<file path="config.mk">
export PLATFORM = sky130hd
export DESIGN_NAME = sct_top
export DESIGN_NICKNAME = d
export VERILOG_FILES = /design/src/hdl/sct_pkg.sv /design/src/hdl/sct_ch_if.sv /design/src/hdl/sct_activity.sv /design/src/hdl/sct_turnaround.sv /design/src/hdl/sct_top.sv
export SDC_FILE = /design/constraint.sdc
export NUM_CORES = 1
export LEC_CHECK = 0
export CORE_MARGIN = 3
export CORE_UTILIZATION = 25
export DETAILED_ROUTE_END_ITERATION = 8
export DONT_BUFFER_PORTS = 1
export PLACE_DENSITY = 0.37
export SKIP_LAST_GASP = 1
export SYNTH_ARGS = -nofsm -noshare
export SYNTH_HDL_FRONTEND = slang
export SYNTH_SLANG_ARGS = --single-unit
</file>
<file path="constraint.sdc">
create_clock -name sys_clk_i -period 3.2 [get_ports sys_clk_i]
set_input_delay 0.16 -clock sys_clk_i [delete_from_list [all_inputs] [get_ports sys_clk_i]]
set_output_delay 0.16 -clock sys_clk_i [all_outputs]
set_load 0.01 [all_outputs]
</file>
<file path="src/hdl/sct_pkg.sv">
// Constants shared by the serial channel transport block.
// Assumes a 250 MHz system clock and a parallel frame port to the serdes.
package sct_pkg;

  localparam int CLK_HZ = 250_000_000;
  localparam int SAMPLE_HZ = 16_500_000;
  localparam int SAMPLE_DIV = CLK_HZ / SAMPLE_HZ;
  localparam logic [3:0] SAMPLE_LAST = 4'(SAMPLE_DIV - 1);
  localparam int ACT_HOLD_MS = 20;
  localparam int ACT_HOLD_CYC = (CLK_HZ / 1000) * ACT_HOLD_MS;
  localparam int CHAR_BITS = 10;

  localparam int BAUD_9K6 = 9600;
  localparam int BAUD_19K2 = 19200;
  localparam int BAUD_38K4 = 38400;
  localparam int BAUD_57K6 = 57600;
  localparam int BAUD_115K2 = 115200;
  localparam int BAUD_230K4 = 230400;

  localparam logic [7:0] REG_CTRL = 8'h00;
  localparam logic [7:0] REG_STATUS = 8'h04;
  localparam logic [7:0] REG_IRQ_STAT = 8'h08;
  localparam logic [7:0] REG_IRQ_MASK = 8'h0C;
  localparam logic [7:0] REG_BIT_TIME = 8'h10;

  localparam int CTRL_SEL_A = 0;
  localparam int CTRL_SEL_B = 1;
  localparam int CTRL_RATE_LSB = 2;
  localparam int CTRL_AUTOBAUD = 5;
  localparam int CTRL_TERM = 6;
  localparam logic [31:0] CTRL_RESET = 32'h0000_006C;

  localparam int IRQ_W = 4;
  localparam int IRQ_LOCAL_LOST = 0;
  localparam int IRQ_REMOTE_LOST = 1;
  localparam int IRQ_OPTICAL_LOST = 2;
  localparam int IRQ_FRAME_ERR = 3;

  localparam int FRAME_W = 5;
  localparam int FR_CH1 = 0;
  localparam int FR_CH2 = 1;
  localparam int FR_CH3 = 2;
  localparam int FR_DDATA = 3;
  localparam int FR_DCLK = 4;
  localparam int ACT_N = 6;

  typedef enum logic [1:0] {
    TA_LISTEN = 2'b01,
    TA_DRIVE = 2'b10
  } sct_ta_e;

endpackage

</file>
<file path="src/hdl/sct_ch_if.sv">
// Signals between the transport top and its activity and turnaround units.
// Assumes all parties run on the system clock.
`timescale 1ns/10ps
`default_nettype none
interface sct_ch_if;
  logic [5:0] act_edge;
  logic [5:0] act_lamp;
  logic link_ch3;
  logic mode_422;
  logic autobaud;
  logic [15:0] sel_bit;
  logic drive_en;
  logic [15:0] eff_bit;
  modport act_mp (input act_edge, output act_lamp);
  modport ta_mp (input link_ch3, mode_422, autobaud, sel_bit,
                 output drive_en, eff_bit);
endinterface
`default_nettype wire

</file>
<file path="src/hdl/sct_activity.sv">
// Pulse stretchers turning data edges into visible activity lamps.
// Assumes edge pulses on the system clock, one per data transition.
`timescale 1ns/10ps
`default_nettype none
module sct_activity #(
  parameter int HOLD_CYC = sct_pkg::ACT_HOLD_CYC
) (
  input wire logic sys_clk_i,
  input wire logic rst_n_i,
  sct_ch_if.act_mp ch
);
  genvar g;
  generate
    for (g = 0; g < sct_pkg::ACT_N; g++) begin : g_lamp
      logic [22:0] cnt_reg;
      always_ff @(posedge sys_clk_i) begin
        if (!rst_n_i) begin
          cnt_reg <= 23'h00_0000;
        end else if (ch.act_edge[g]) begin
          cnt_reg <= 23'(HOLD_CYC);
        end else if (cnt_reg != 23'h00_0000) begin
          cnt_reg <= cnt_reg - 23'h00_0001;
        end
      end
      always_ff @(posedge sys_clk_i) begin
        if (!rst_n_i) begin
          ch.act_lamp[g] <= 1'b0;
        end else begin
          ch.act_lamp[g] <= ch.act_edge[g] || (cnt_reg > 23'h00_0001);
        end
      end
    end
  endgenerate
endmodule
`default_nettype wire

</file>
<file path="src/hdl/sct_turnaround.sv">
// Half-duplex driver control and autobaud bit time for the third channel.
// Assumes link data idles high (mark) between characters.
`timescale 1ns/10ps
`default_nettype none
module sct_turnaround (
  input wire logic sys_clk_i,
  input wire logic rst_n_i,
  sct_ch_if.ta_mp ch
);
  sct_pkg::sct_ta_e state_reg;
  logic prev_reg;
  logic [19:0] run_reg;
  logic [15:0] min_reg;
  logic [15:0] slow_bit;
  logic [19:0] hold;
  logic edge_seen;

  assign slow_bit = 16'(sct_pkg::CLK_HZ / sct_pkg::BAUD_9K6);
  assign edge_seen = ch.link_ch3 ^ prev_reg;
  assign hold = 20'(ch.eff_bit) * 20'(sct_pkg::CHAR_BITS);

  always_ff @(posedge sys_clk_i) begin
    if (!rst_n_i) begin
      prev_reg <= 1'b1;
      run_reg <= 20'h0_0000;
    end else begin
      prev_reg <= ch.link_ch3;
      if (edge_seen) begin
        run_reg <= 20'h0_0001;
      end else if (run_reg != 20'hF_FFFF) begin
        run_reg <= run_reg + 20'h0_0001;
      end
    end
  end

  always_ff @(posedge sys_clk_i) begin
    if (!rst_n_i) begin
      min_reg <= 16'h0000;
    end else if (state_reg == sct_pkg::TA_LISTEN && !edge_seen) begin
      min_reg <= slow_bit;
    end else if (edge_seen && run_reg < 20'(min_reg)) begin
      min_reg <= run_reg[15:0];
    end
  end

  always_ff @(posedge sys_clk_i) begin
    if (!rst_n_i) begin
      ch.eff_bit <= slow_bit;
    end else if (ch.autobaud && min_reg > ch.sel_bit) begin
      ch.eff_bit <= min_reg;
    end else begin
      ch.eff_bit <= ch.sel_bit;
    end
  end

  always_ff @(posedge sys_clk_i) begin
    if (!rst_n_i) begin
      state_reg <= sct_pkg::TA_LISTEN;
    end else begin
      unique case (state_reg)
        sct_pkg::TA_LISTEN: begin
          if (!ch.link_ch3) begin
            state_reg <= sct_pkg::TA_DRIVE;
          end
        end
        sct_pkg::TA_DRIVE: begin
          if (ch.link_ch3 && run_reg >= hold) begin
            state_reg <= sct_pkg::TA_LISTEN;
          end
        end
      endcase
    end
  end

  always_ff @(posedge sys_clk_i) begin
    if (!rst_n_i) begin
      ch.drive_en <= 1'b0;
    end else begin
      ch.drive_en <= ch.mode_422 || (state_reg == sct_pkg::TA_DRIVE)
                     || !ch.link_ch3;
    end
  end
endmodule
`default_nettype wire

</file>
<file path="src/hdl/sct_top.sv">
// Serial channel transport: two RS-232 and one RS-485/RS-422 channel
// sampled into a frame for the optical serdes, plus link status lamps.
// Assumes a serdes frame port and register bus on sys_clk; the other pins are asynchronous.
//
// Contract
// - Two RS-232 channels and one channel set statically to RS-485 or RS-422.
// - Every channel passes at least 115.2 Kbaud, the RS-422 one 2.5 Mbps.
// - RS-232 lines are time sampled at 16.5 Msps with no rate or framing; the code samples every 15 clocks, about 16.67 Msps.
// - RS-485 mode accepts one of six fixed rates from 9.6K to 230.4K baud.
// - With autobaud on, the RS-485 rate is detected up to the selected maximum.
// - With autobaud off, the RS-485 channel runs at the selected rate only.
// - RS-422 ignores rate and autobaud and passes any rate, 2.5 Mbaud and up.
// - Reset default is RS-485, autobaud, 57.6K maximum, termination on.
// - Local link good lights only while the deserializer gets clean data.
// - Remote link lights only while the link is up and the stream in sync.
// - Each channel has a transmit lamp lit while it sends data out.
// - Each channel has a receive lamp lit while data arrives on it.
// - Optical present follows the transceiver signal-detect report.
// - Channels and daughter clock and data share one frame, unpacked at the far end.
`timescale 1ns/10ps
`default_nettype none
module sct_top #(
  parameter int ACT_HOLD_CYC = sct_pkg::ACT_HOLD_CYC
) (
  input wire logic sys_clk_i,
  input wire logic rst_n_i,
  input wire logic [7:0] reg_addr_i,
  input wire logic [31:0] reg_wdata_i,
  input wire logic reg_wr_i,
  input wire logic reg_rd_i,
  output logic [31:0] reg_rdata_o,
  output logic irq_o,
  input wire logic rs232_rx1_i,
  input wire logic rs232_rx2_i,
  input wire logic rs4xx_rx_i,
  input wire logic daughter_tx_data_i,
  input wire logic daughter_tx_clock_i,
  output logic rs232_tx1_o,
  output logic rs232_tx2_o,
  output logic rs4xx_tx_o,
  output logic rs4xx_de_o,
  output logic rs4xx_re_n_o,
  output logic termination_enable_o,
  output logic daughter_rx_data_o,
  output logic daughter_rx_clock_o,
  output logic [4:0] link_tx_frame_o,
  output logic link_tx_strobe_o,
  input wire logic [4:0] link_rx_frame_i,
  input wire logic link_rx_strobe_i,
  input wire logic deser_lock_i,
  input wire logic deser_err_i,
  input wire logic deser_sync_i,
  input wire logic optical_sd_i,
  output logic local_link_good_o,
  output logic remote_link_sync_o,
  output logic optical_present_o,
  output logic tx_activity_ch1_o,
  output logic tx_activity_ch2_o,
  output logic tx_activity_ch3_o,
  output logic rx_activity_ch1_o,
  output logic rx_activity_ch2_o,
  output logic rx_activity_ch3_o
);

  ////////////////////////////////////////////////////////////////////////
  // Pin synchronisers

  localparam int PIN_N = 9;
  localparam int P_RX1 = 0;
  localparam int P_RX2 = 1;
  localparam int P_RX3 = 2;
  localparam int P_DDATA = 3;
  localparam int P_DCLK = 4;
  localparam int P_LOCK = 5;
  localparam int P_ERR = 6;
  localparam int P_SYNC = 7;
  localparam int P_SD = 8;

  logic [PIN_N-1:0] pin_raw;
  logic [PIN_N-1:0] meta_reg;
  logic [PIN_N-1:0] pin_reg;

  assign pin_raw = {optical_sd_i, deser_sync_i, deser_err_i, deser_lock_i,
                    daughter_tx_clock_i, daughter_tx_data_i, rs4xx_rx_i,
                    rs232_rx2_i, rs232_rx1_i};

  genvar g;
  generate
    for (g = 0; g < PIN_N; g++) begin : g_sync
      always_ff @(posedge sys_clk_i) begin
        if (!rst_n_i) begin
          meta_reg[g] <= 1'b0;
          pin_reg[g] <= 1'b0;
        end else begin
          meta_reg[g] <= pin_raw[g];
          pin_reg[g] <= meta_reg[g];
        end
      end
    end
  endgenerate

  ////////////////////////////////////////////////////////////////////////
  // Configuration register

  localparam int IRQ_MASK_W = sct_pkg::IRQ_W;
  logic [31:0] ctrl_reg;
  logic [IRQ_MASK_W-1:0] irq_mask_reg;
  logic [sct_pkg::IRQ_W-1:0] irq_stat_reg;
  logic [sct_pkg::IRQ_W-1:0] irq_set;
  logic mode_422;
  logic autobaud;
  logic [2:0] rate_raw;
  logic [2:0] rate_sel;
  logic [15:0] sel_bit;

  always_ff @(posedge sys_clk_i) begin
    if (!rst_n_i) begin
      ctrl_reg <= sct_pkg::CTRL_RESET;
    end else if (reg_wr_i && reg_addr_i == sct_pkg::REG_CTRL) begin
      ctrl_reg <= reg_wdata_i & 32'h0000_007F;
    end
  end

  // both selects must be set for RS-422
  assign mode_422 = ctrl_reg[sct_pkg::CTRL_SEL_A]
                    && ctrl_reg[sct_pkg::CTRL_SEL_B];
  assign autobaud = ctrl_reg[sct_pkg::CTRL_AUTOBAUD];
  assign rate_raw = ctrl_reg[sct_pkg::CTRL_RATE_LSB +: 3];
  assign rate_sel = (rate_raw > 3'h5) ? 3'h5 : rate_raw;

  always_comb begin
    unique case (rate_sel)
      3'h0: sel_bit = 16'(sct_pkg::CLK_HZ / sct_pkg::BAUD_9K6);
      3'h1: sel_bit = 16'(sct_pkg::CLK_HZ / sct_pkg::BAUD_19K2);
      3'h2: sel_bit = 16'(sct_pkg::CLK_HZ / sct_pkg::BAUD_38K4);
      3'h3: sel_bit = 16'(sct_pkg::CLK_HZ / sct_pkg::BAUD_57K6);
      3'h4: sel_bit = 16'(sct_pkg::CLK_HZ / sct_pkg::BAUD_115K2);
      default: sel_bit = 16'(sct_pkg::CLK_HZ / sct_pkg::BAUD_230K4);
    endcase
  end

  always_ff @(posedge sys_clk_i) begin
    if (!rst_n_i) begin
      termination_enable_o <= 1'b0;
    end else begin
      termination_enable_o <= ctrl_reg[sct_pkg::CTRL_TERM];
    end
  end

  ////////////////////////////////////////////////////////////////////////
  // Sub units

  sct_ch_if ch ();

  sct_turnaround u_turn (
    .sys_clk_i (sys_clk_i),
    .rst_n_i (rst_n_i),
    .ch (ch.ta_mp)
  );

  sct_activity #(
    .HOLD_CYC (ACT_HOLD_CYC)
  ) u_act (
    .sys_clk_i (sys_clk_i),
    .rst_n_i (rst_n_i),
    .ch (ch.act_mp)
  );

  ////////////////////////////////////////////////////////////////////////
  // Link status

  logic local_good;
  logic err_prev_reg;

  assign local_good = pin_reg[P_LOCK] && !pin_reg[P_ERR];

  always_ff @(posedge sys_clk_i) begin
    if (!rst_n_i) begin
      local_link_good_o <= 1'b0;
      remote_link_sync_o <= 1'b0;
      optical_present_o <= 1'b0;
      err_prev_reg <= 1'b0;
    end else begin
      local_link_good_o <= local_good;
      remote_link_sync_o <= local_good && pin_reg[P_SYNC];
      optical_present_o <= pin_reg[P_SD];
      err_prev_reg <= pin_reg[P_ERR];
    end
  end

  ////////////////////////////////////////////////////////////////////////
  // Outgoing frame

  logic [3:0] div_reg;
  logic tick;
  logic ch3_local;

  assign tick = (div_reg == sct_pkg::SAMPLE_LAST);

  always_ff @(posedge sys_clk_i) begin
    if (!rst_n_i) begin
      div_reg <= 4'h0;
    end else if (tick) begin
      div_reg <= 4'h0;
    end else begin
      div_reg <= div_reg + 4'h1;
    end
  end

  assign ch3_local = (mode_422 || !ch.drive_en) ? pin_reg[P_RX3] : 1'b1;

  always_ff @(posedge sys_clk_i) begin
    if (!rst_n_i) begin
      link_tx_frame_o <= 5'h1F;
      link_tx_strobe_o <= 1'b0;
    end else begin
      link_tx_strobe_o <= tick;
      if (tick) begin
        link_tx_frame_o[sct_pkg::FR_CH1] <= pin_reg[P_RX1];
        link_tx_frame_o[sct_pkg::FR_CH2] <= pin_reg[P_RX2];
        link_tx_frame_o[sct_pkg::FR_CH3] <= ch3_local;
        link_tx_frame_o[sct_pkg::FR_DDATA] <= pin_reg[P_DDATA];
        link_tx_frame_o[sct_pkg::FR_DCLK] <= pin_reg[P_DCLK];
      end
    end
  end

  ////////////////////////////////////////////////////////////////////////
  // Incoming frame

  logic [4:0] rx_frame_reg;

  // unpack only from a good link
  always_ff @(posedge sys_clk_i) begin
    if (!rst_n_i) begin
      rx_frame_reg <= 5'h07;
    end else if (!local_good) begin
      rx_frame_reg <= 5'h07;
    end else if (link_rx_strobe_i) begin
      rx_frame_reg <= link_rx_frame_i;
    end
  end

  assign ch.link_ch3 = rx_frame_reg[sct_pkg::FR_CH3];
  assign ch.mode_422 = mode_422;
  assign ch.autobaud = autobaud;
  assign ch.sel_bit = sel_bit;

  always_ff @(posedge sys_clk_i) begin
    if (!rst_n_i) begin
      rs232_tx1_o <= 1'b1;
      rs232_tx2_o <= 1'b1;
      rs4xx_tx_o <= 1'b1;
      rs4xx_de_o <= 1'b0;
      rs4xx_re_n_o <= 1'b0;
      daughter_rx_data_o <= 1'b0;
      daughter_rx_clock_o <= 1'b0;
    end else begin
      rs232_tx1_o <= rx_frame_reg[sct_pkg::FR_CH1];
      rs232_tx2_o <= rx_frame_reg[sct_pkg::FR_CH2];
      rs4xx_tx_o <= rx_frame_reg[sct_pkg::FR_CH3];
      rs4xx_de_o <= ch.drive_en;
      rs4xx_re_n_o <= ch.drive_en && !mode_422;
      daughter_rx_data_o <= rx_frame_reg[sct_pkg::FR_DDATA];
      daughter_rx_clock_o <= rx_frame_reg[sct_pkg::FR_DCLK];
    end
  end

  ////////////////////////////////////////////////////////////////////////
  // Activity lamps

  logic [2:0] rx_prev_reg;
  logic [2:0] tx_prev_reg;
  logic [2:0] rx_now;
  logic [2:0] tx_now;

  assign rx_now = {ch3_local, pin_reg[P_RX2], pin_reg[P_RX1]};
  assign tx_now = {rx_frame_reg[sct_pkg::FR_CH3],
                   rx_frame_reg[sct_pkg::FR_CH2],
                   rx_frame_reg[sct_pkg::FR_CH1]};

  always_ff @(posedge sys_clk_i) begin
    if (!rst_n_i) begin
      rx_prev_reg <= 3'h7;
      tx_prev_reg <= 3'h7;
    end else begin
      rx_prev_reg <= rx_now;
      tx_prev_reg <= tx_now;
    end
  end

  assign ch.act_edge = {rx_now ^ rx_prev_reg, tx_now ^ tx_prev_reg};

  assign tx_activity_ch1_o = ch.act_lamp[0];
  assign tx_activity_ch2_o = ch.act_lamp[1];
  assign tx_activity_ch3_o = ch.act_lamp[2];
  assign rx_activity_ch1_o = ch.act_lamp[3];
  assign rx_activity_ch2_o = ch.act_lamp[4];
  assign rx_activity_ch3_o = ch.act_lamp[5];

  ////////////////////////////////////////////////////////////////////////
  // Interrupts

  logic [sct_pkg::IRQ_W-1:0] irq_clr;

  always_comb begin
    irq_set = '0;
    irq_set[sct_pkg::IRQ_LOCAL_LOST] = local_link_good_o && !local_good;
    irq_set[sct_pkg::IRQ_REMOTE_LOST] = remote_link_sync_o
                                        && !(local_good && pin_reg[P_SYNC]);
    irq_set[sct_pkg::IRQ_OPTICAL_LOST] = optical_present_o && !pin_reg[P_SD];
    irq_set[sct_pkg::IRQ_FRAME_ERR] = pin_reg[P_ERR] && !err_prev_reg;
  end

  assign irq_clr = (reg_wr_i && reg_addr_i == sct_pkg::REG_IRQ_STAT)
                   ? reg_wdata_i[sct_pkg::IRQ_W-1:0] : '0;

  // New events win over a clear
  always_ff @(posedge sys_clk_i) begin
    if (!rst_n_i) begin
      irq_stat_reg <= '0;
    end else begin
      irq_stat_reg <= (irq_stat_reg & ~irq_clr) | irq_set;
    end
  end

  always_ff @(posedge sys_clk_i) begin
    if (!rst_n_i) begin
      irq_mask_reg <= '0;
    end else if (reg_wr_i && reg_addr_i == sct_pkg::REG_IRQ_MASK) begin
      irq_mask_reg <= reg_wdata_i[sct_pkg::IRQ_W-1:0];
    end
  end

  always_ff @(posedge sys_clk_i) begin
    if (!rst_n_i) begin
      irq_o <= 1'b0;
    end else begin
      irq_o <= |(((irq_stat_reg & ~irq_clr) | irq_set) & irq_mask_reg);
    end
  end

  ////////////////////////////////////////////////////////////////////////
  // Register read

  logic [31:0] status_word;

  assign status_word = {27'h000_0000, mode_422, ch.drive_en,
                        optical_present_o, remote_link_sync_o,
                        local_link_good_o};

  always_ff @(posedge sys_clk_i) begin
    if (!rst_n_i) begin
      reg_rdata_o <= 32'h0000_0000;
    end else if (reg_rd_i) begin
      unique case (reg_addr_i)
        sct_pkg::REG_CTRL: reg_rdata_o <= ctrl_reg;
        sct_pkg::REG_STATUS: reg_rdata_o <= status_word;
        sct_pkg::REG_IRQ_STAT: reg_rdata_o <= 32'(irq_stat_reg);
        sct_pkg::REG_IRQ_MASK: reg_rdata_o <= 32'(irq_mask_reg);
        sct_pkg::REG_BIT_TIME: reg_rdata_o <= 32'(ch.eff_bit);
        default: reg_rdata_o <= 32'h0000_0000;
      endcase
    end else begin
      reg_rdata_o <= 32'h0000_0000;
    end
  end

endmodule
`default_nettype wire

</file>
## Word-level counts from Yosys, hierarchy flattened

Cells that the tools add are included.

- Equality and inequality tests: 14
- Bitwise operators: 8
- Muxes and demuxes: 25
- Reductions and logical operators: 62
- $add $sub $neg: 8
- Magnitude comparators: 10
- Multiply operators: 1

Operators by type and width:

| cell | number |
|---|---|
| 23-bit two-way mux | 12 |
| 23-bit by 1-bit greater-than comparator with 1-bit output, second input constant | 6 |
| 23-bit nonzero test | 6 |
| 23-bit by 1-bit subtractor with 23-bit output, second input constant | 6 |
| 16-bit one-hot mux with 5 select lines | 1 |
| 15-bit one-hot mux with 5 select lines | 1 |
| 15-bit two-way mux | 2 |
| 20-bit by 1-bit adder with 20-bit output, second input constant | 1 |
| 20-bit greater-or-equal comparator | 1 |
| 20-bit by 16-bit less-than comparator with 1-bit output | 1 |
| 20-bit inequality test, second input constant | 1 |
| 16-bit by 3-bit multiplier with 19-bit output, second input constant | 1 |
| 2-bit OR reduction | 9 |
| 8-bit by 4-bit == test with 1-bit output, second input constant | 2 |
| 16-bit by 15-bit greater-than comparator with 1-bit output | 1 |
| 16-bit two-way mux | 1 |
| 2-bit nonzero test | 8 |
| 1-bit logical AND | 15 |
| 1-bit zero test | 9 |
| 1-bit logical OR | 9 |
| 4-bit bitwise AND | 2 |
| 8-bit by 3-bit == test with 1-bit output, second input constant | 1 |
| 8-bit by 5-bit == test with 1-bit output, second input constant | 1 |
| 8-bit zero test | 1 |
| 23 further kinds | 30 |

- Output and inout port bits: 56
- Logic and storage cells: 194
- Register bits: 298
- Input bits: 59

## Longest topological paths before layout

Gate-level depths: netlist of run 1.

- Depth after elaboration: 8
- Gate-level depth with buffers: 15
- Depth with buffers taken out: 15

## Modules after synthesis

From an unflattened synthesis of run 1, not the netlist that was laid out.

- Cells, all modules: 1628
- Area, all modules: 14634.0 sq um

Modules (own cells, without submodules):

| module | sequential area each (sq um) | times used | cells an instance | area an instance (sq um) |
|---|---|---|---|---|
| sct_activity | 2882.8 | 1 | 839 | 7299.5 |
| sct_turnaround | 1121.1 | 1 | 469 | 4239.1 |
| sct_top | 1601.5 | 1 | 320 | 3095.5 |

## Least setup slack after synthesis of run 1

Ideal clock, no wire load.

- Path type: register to register
- Start: register u_turn.ch.eff_bit[1]
- End: register u_turn.state_reg[1]
- Required time: 3084 ps
- Slack: -153 ps
- Stages on the path, launching flop included: 16
- Arrival: 3237 ps
- Library setup time: 116 ps
- Clock period less this slack: 3353 ps
- Path buffers: 0
- Cells stage by stage: dfxtp_1 > ha_1 > ha_1 > fa_1 > a211oi_1 > o21ai_0 > a32oi_1 > a21boi_0 > nor2_1 > xor2_1 > ha_1 > nand2_1 > nor3_1 > o211a_1 > o311ai_0 > a41o_1

- Cells in the longest elaborated chain, start to end: 5

Ends and longest elaborated chain:

| item | line | RTL |
|---|---|---|
| start, declared | sct_ch_if.sv:16 | `output drive_en, eff_bit);` |
| start signal, assigned | sct_turnaround.sv:48 | `ch.eff_bit <= slow_bit;` |
| start signal, assigned | sct_turnaround.sv:50 | `ch.eff_bit <= min_reg;` |
| start signal, assigned | sct_turnaround.sv:52 | `ch.eff_bit <= ch.sel_bit;` |
| 16-bit by 3-bit multiplier with 19-bit output | sct_turnaround.sv:20 | `assign hold = 20'(ch.eff_bit) * 20'(sct_pkg::CHAR_BITS);` |
| 20-bit greater-or-equal comparator | sct_turnaround.sv:67 | `if (ch.link_ch3 && run_reg >= hold) begin` |
| 1-bit logical AND | sct_turnaround.sv:67 |  |
| 2-bit by 1-bit inequality test with 1-bit output (no source line) | - |  |
| 2-bit AND reduction (no source line) | - |  |
| end signal, assigned | sct_turnaround.sv:58 | `state_reg <= sct_pkg::TA_LISTEN;` |
| end signal, assigned | sct_turnaround.sv:63 | `state_reg <= sct_pkg::TA_DRIVE;` |
| end signal, assigned | sct_turnaround.sv:68 | `state_reg <= sct_pkg::TA_LISTEN;` |
| end, declared | sct_turnaround.sv:10 | `sct_pkg::sct_ta_e state_reg;` |

Every way passes these cells.
A chain may end at the register's enable or synchronous reset.

## Final worst setup path of run 1

- Start: register u_turn.ch.eff_bit[4]
- End: register u_turn.state_reg[1]

Same word-level chain as after synthesis.

==> out/metrics.csv, run 1 <==
metric;value;unit
syn_area_per_cell;8.84;um^2
synth_edf_count;0;
clkSinkCount;279;
crit_path_start_kind;register;
path_cells;buf_4 -> ha_1 -> ha_1 -> buf_4 -> nor2_1 -> o211ai_1 -> nand2_2 -> buf_4 -> and4_1 -> nor3_2 -> ha_1 -> nand2_1 -> nor3_2 -> o211a_1 -> o311ai_2 -> a41o_1;
cpPeakStageDelay;330;ps
start_util;0.254;
cts_buffer_depth;3;
grt_max_degree;61;
fin_worst_skew;30.5;ps
num_rows;85;
mappedNetlistArea;0.0138;mm^2
wirelength;39500;um
power_per_cell_area;758;mW/mm^2
cp_max_fo;4;
cap_violations;0;
grt_use_met3;0.0261;
core_area;0.0542;mm^2
timing.final.crit_share;0.987;
fmax;0.317;GHz
drt-initial-drc-count;586;
hold_path_class;primary input to register;
io_pins;115;
numCtsBuffers;36;
cp.required;3630;ps
async_flop_share;0;
worst_slew_pin_slew;1080;ps
final_cell_mix;dfxtp_1 (275), nor2_1 (184), a21oi_1 (107);
route.detailed.drc;0;
cp_top_family;adder cells;
area_delta_synth_final;25.3;%
ys_seq_area_frac;0.405;
synthSimpleGateAreaFrac;0.240;
synth-compound-area-share;0.126;
cts_root_buf;clkbuf_16;
grt_pass1_wl;62900;um
slowest_stage;dfxtp_1;
end_kind;register;
vias_per_cell;4.72;
grtUsageTotal;0.136;
final_max_slew_viol_count;0;
grt-ovfl-total;0;
die_area;0.0580;mm^2
htree_levels;2;
firstDrtPassIters;5;
cts_tree;yes;
n_antenna_cell;0;
fin_cells;2434;
largest_reg_flops;138;
synth-warning-count;0;
cp.arrival;3590;ps
grt_util_met2;0.210;
grt_util_met1;0.191;
rsz0062_at_grt;true;
final_design_area_no_fill;0.0173;mm^2
critPathKind;register to register;
n_fill_cell;5732;
synth_top_family_by_area;simple AND/OR/NAND/NOR gates;
status;complete, no violations;
synth_adder_area_share;0.0849;
drtAntennaViolNets;0;
die-height;241;um
dieWidth;241;um
hold_viol_final;0;
nets;1863;
cts.clk_slew.worst_paths;60;ps
finalSetupViolations;0;
synth_seq_cells;279;
synth_cell_types;75;
vias;11500;
period_needed;3160;ps
ys.flop_type;dfxtp_1;
irDropWorstVdd;0.000328;V
drive_above_1_share;0.110;
antenna_found_initial;2;
muxShareOfSynthArea;0.0218;
top_usage_layer;met2;
clock_latency;540;ps
io_buffer_count;0;
power.leakage;6.86;nW
dp_cells;2278;
hold_ws;34.4;ps
wire_per_inst;16.2;um
final_common_cell;dfxtp_1;
synthXorXnorAreaFrac;0.0819;
syn_inst;1561;
relSlewSlack;0.278;
crit_buf_inv;3;
grt_pass1_vias;11400;
placed_area;0.0150;mm^2
place.gp.congestion;0.768;
power.total;13.1;mW
place_hpwl;27900;um
[path summary, 6_finish.rpt]
kind                              from                  end  slack [ps]  cells past startpoint
hold reg to reg             div_reg[0]           div_reg[0]         470                      1
setup / recovery  u_turn.ch.eff_bit[4]  u_turn.state_reg[1]          40                     16
setup reg to reg  u_turn.ch.eff_bit[4]  u_turn.state_reg[1]          40                     16
hold / removal           reg_addr_i[2]       reg_rdata_o[0]          30                      3
[routing by layer]
metal  vias up  wire length [um]
met5         -                27
met4         4               918
met3        65              1510
met2       172             17100
met1      5417             19900
li1       5834                 -
[final cells by class]
class	count	area (um^2)	area share
inverter	58	219	0.0127
multi-input combinational	1168	7900	0.457
clock inverter	5	63.8	0.00369
tap	696	871	0.0504
timing repair buffer	168	1500	0.0866
clock buffer	60	1140	0.0662
sequential	279	5590	0.324
[metrics by stage]
| stage | setup WS (ps) | utilization | setup TNS [ps] |
|---|---|---|---|
| 2_1_floorplan | 11.4 | - | 0 |
| 6_report | 43.1 | 0.319 | 0 |
| 3_5_place_dp | -241 | 0.277 | -441 |
| 5_1_grt | -140 | 0.319 | -266 |
| 3_3_place_gp | -250 | 0.277 | -441 |
| 4_1_cts | -4.60 | 0.316 | -4.60 |
[power breakdown]
part	switching [mW]	total, mW	internal, mW
Sequential	0.512	4.54	4.03
Clock	1.57	4.09	2.51
Combinational	2.50	4.48	1.98
Total	4.58	13.1	8.52
[tightest hold or removal path, delay by kind of cell]
| family | cells | cell delay (ps) |
|---|---|---|
| AO/OA/AOI/OAI | 1 | 140 |
| multiplexers | 1 | 160 |
| AND/OR/NAND/NOR | 1 | 60 |
[logic make-up after synthesis]
logic type,after synthesis
AO/OA/AOI/OAI,274
multiplexers,25
adder cells (fa/ha/maj),93
XOR/XNOR,129
other,1
flip-flops,279
AND/OR/NAND/NOR,631
buffers and inverters,129
[Yosys cell counts, types with 10 or more instances]
library cell | count | share of area
ha_1 | 92 | 0.083
inv_1 | 58 | 0.016
dfxtp_1 | 279 | 0.40
nor3_1 | 46 | 0.017
a21oi_1 | 110 | 0.040
nor4_1 | 29 | 0.013
or3_1 | 22 | 0.010
nand2b_1 | 26 | 0.012
nand3b_1 | 12 | 0.0065
xor2_1 | 68 | 0.043
nand3_1 | 51 | 0.019
and2_1 | 40 | 0.018
xnor2_1 | 61 | 0.039
nand2_1 | 93 | 0.025
o21ai_0 | 34 | 0.012
or4_1 | 25 | 0.014
nand4_1 | 40 | 0.018
nor2_1 | 185 | 0.050
a211oi_1 | 31 | 0.017
o211ai_1 | 10 | 0.0054
mux2i_1 | 21 | 0.015
buf_4 | 16 | 0.0087
a31oi_1 | 14 | 0.0064
clkbuf_1 | 47 | 0.013
a21o_1 | 13 | 0.0071
[what timing repair did]
item	in CTS	in global routing
setup endpoints to repair	2	6
cloned	0	0
resized for setup	22	16
hold buffers	83	1
pin swaps	17	10
hold endpoints to repair	106	9
setup buffers	4	3
Power figures use the tool's default switching activity.
==> inputs of run 2 (changes only) <==
- PLACE_DENSITY: 0.37 -> 0.35
- clock period: 3.2 -> 3.9 ns (I/O delays scaled with it)
==> out/metrics.csv, run 2 (synthesized netlist as in run 1, its figures left out) <==
metric;value;unit;change
rrSetupSlack;300;ps;+260 ps
place_hpwl;27000;um;-3.2%
vias_per_cell;4.78;;+1.2%
timing.final.crit_share;0.922;;-0.0643
hold_viol_final;0;;unchanged
area_delta_synth_final;17.6;%;
final_core_util;0.299;;-0.0195
grt_pass1_vias;10700;;-6.4%
n_fill_cell;5745;;+0.23%
die-height;241;um;unchanged
clkSinkCount;279;;unchanged
cts_buffer_depth;3;;unchanged
route.detailed.drc;0;;unchanged
cap_violations;0;;unchanged
htree_levels;2;;unchanged
critPathKind;register to register;;
clock_latency;540;ps;about the same
vias;11100;;-3.2%
period_needed;3600;ps;+440 ps
drive_above_1_share;0.0674;;-0.0431
grtUsageTotal;0.131;;-0.00433
multi_input_area;0.00771;mm^2;-2.3%
irDropWorstVdd;0.000319;V;-2.9%
grt_max_degree;55;;-9.8%
num_rows;85;;unchanged
die_area;0.0580;mm^2;unchanged
crit_end;u_turn.state_reg[1];;
numCtsBuffers;37;;+2.8%
path_cells;ha_1 -> ha_1 -> fa_1 -> a211oi_2 -> o21ai_1 -> a32oi_1 -> a21boi_0 -> nor2_1 -> xor2_1 -> ha_1 -> nand2_1 -> nor3_1 -> o211a_1 -> o311ai_0 -> a41o_1;;
drt-initial-drc-count;464;;-21%
grt_pass1_wl;60600;um;-3.6%
largest_reg_flops;138;;unchanged
cp.required;4330;ps;+700 ps
hold_path_class;primary input to register;;
power_per_cell_area;657;mW/mm^2;-13%
r2r-start;u_turn.ch.eff_bit[3];;
crit_path_start_kind;register;;
crit_buf_inv;0;;-3
startpoint;u_turn.ch.eff_bit[3];;
final_common_cell;dfxtp_1;;
worst-path-stages;15;;-1
cp.arrival;4020;ps;+430 ps
io_buffer_count;0;;unchanged
wire_per_inst;16.5;um;+2.0%
final_max_slew_viol_count;0;;unchanged
nets;1759;;-5.6%
cts_root_buf;clkbuf_16;;
wirelength;38500;um;-2.4%
finalSetupViolations;0;;unchanged
cts_tree;yes;;
worst_slew_pin_slew;950;ps;-126 ps
tns;0;ps;unchanged
grt-ovfl-total;0;;unchanged
final_cell_mix;dfxtp_1 (279), nor2_1 (185), a21oi_1 (110);;
power.leakage;6.36;nW;-7.2%
post_cts_buffers;0;;-4
fin_worst_skew;13.7;ps;-16.8 ps
cpPeakStageDelay;440;ps;+110 ps
cts.clk_slew.worst_paths;60;ps;about the same
firstDrtPassIters;5;;unchanged
antenna_found_initial;2;;unchanged
rsz0062_at_grt;false;;
holdPathStages;3;;unchanged
cp_top_family;compound AO/OA/AOI/OAI gates;;
drtAntennaViolNets;0;;unchanged
end_kind;register;;
relSlewSlack;0.363;;+0.0849
io_pins;115;;unchanged
fmax;0.278;GHz;-12%
dieWidth;241;um;unchanged
reg2reg_to;u_turn.state_reg[1];;
core_area;0.0542;mm^2;unchanged
regArea;0.00559;mm^2;about the same
crit_top_cell;ha_1;;
cp_max_fo;3;;-1
place.gp.congestion;0.764;;-0.42%
start_util;0.254;;unchanged
slowest_stage;fa_1;;
n_antenna_cell;0;;unchanged
status;complete, no violations;;
reg2regPathDepth;15;;-1
[run 2: changes by cell type in the layout (fill, tap and decap cells not counted), sizes merged]
cell and delta:
buf -57, bufinv +2, clkbuf -4, dlygate4sd3 -48, inv +2
[run 2: through the flow]
stage,power (mW),cells,area (um^2),setup slack [ps],hold slack [ps]
after floorplan,6.41,1576,13800,547,322
after global placement,7.14,2227,14600,191,270
after detailed placement,7.15,2227,14600,146,271
after CTS,10.8,2329,16200,161,16.9
after global routing,11.5,2329,16200,3.02,37.2
final,10.7,2329,16200,303,52.9
[run 2: final cells by class]
class | instances | area share
Inverter | 58 | 0.0135
Clock buffer | 56 | 0.0690
Timing Repair Buffer | 63 | 0.0359
Multi-Input combinational cell | 1168 | 0.476
Sequential cell | 279 | 0.344
Clock inverter | 9 | 0.00802
Tap cell | 696 | 0.0537
[run 2: worst reg2reg max path: stages, from the launching register on]
cell	delay, ps
dfxtp_1	380
ha_1	250
ha_1	220
fa_1	440
a211oi_2	260
o21ai_1	180
a32oi_1	250
a21boi_0	110
nor2_1	120
xor2_1	80
ha_1	290
nand2_1	60
nor3_1	250
o211a_1	190
o311ai_0	180
a41o_1	230
[run 2: timing repair]
action,in CTS,in global routing
hold endpoints to repair,85,0
gates resized for setup,0,2
endpoints found under the setup margin,0,2
hold buffers,37,0
[run 2: metal layers]
metal,global-route usage,vias up,part of all wire
met5,0,-,0
li1,-,5625,-
met2,0.209,159,0.45
met3,0.0248,53,0.038
met1,0.180,5293,0.49
met4,0.0413,0,0.022
[run 2: how the worst min path moves through the flow]
stage | slack (ps) | endpoint | start
2_1_floorplan | 320 | meta_reg[0] | rs232_rx1_i
5_1_grt | 40 | reg_rdata_o[15] | reg_addr_i[2]
3_3_place_gp | 270 | ctrl_reg[6] | rst_n_i
4_1_cts | 20 | reg_rdata_o[4] | reg_addr_i[4]
6_report | 50 | reg_rdata_o[15] | reg_addr_i[2]
3_5_place_dp | 270 | ctrl_reg[6] | rst_n_i
[run 2: power breakdown]
| group | internal (mW) | switching [mW] | leakage, nW |
|---|---|---|---|
| Sequential | 3.30 | 0.424 | 2.29 |
| Clock | 2.18 | 1.34 | 0.612 |
| Combinational | 1.44 | 1.97 | 3.47 |
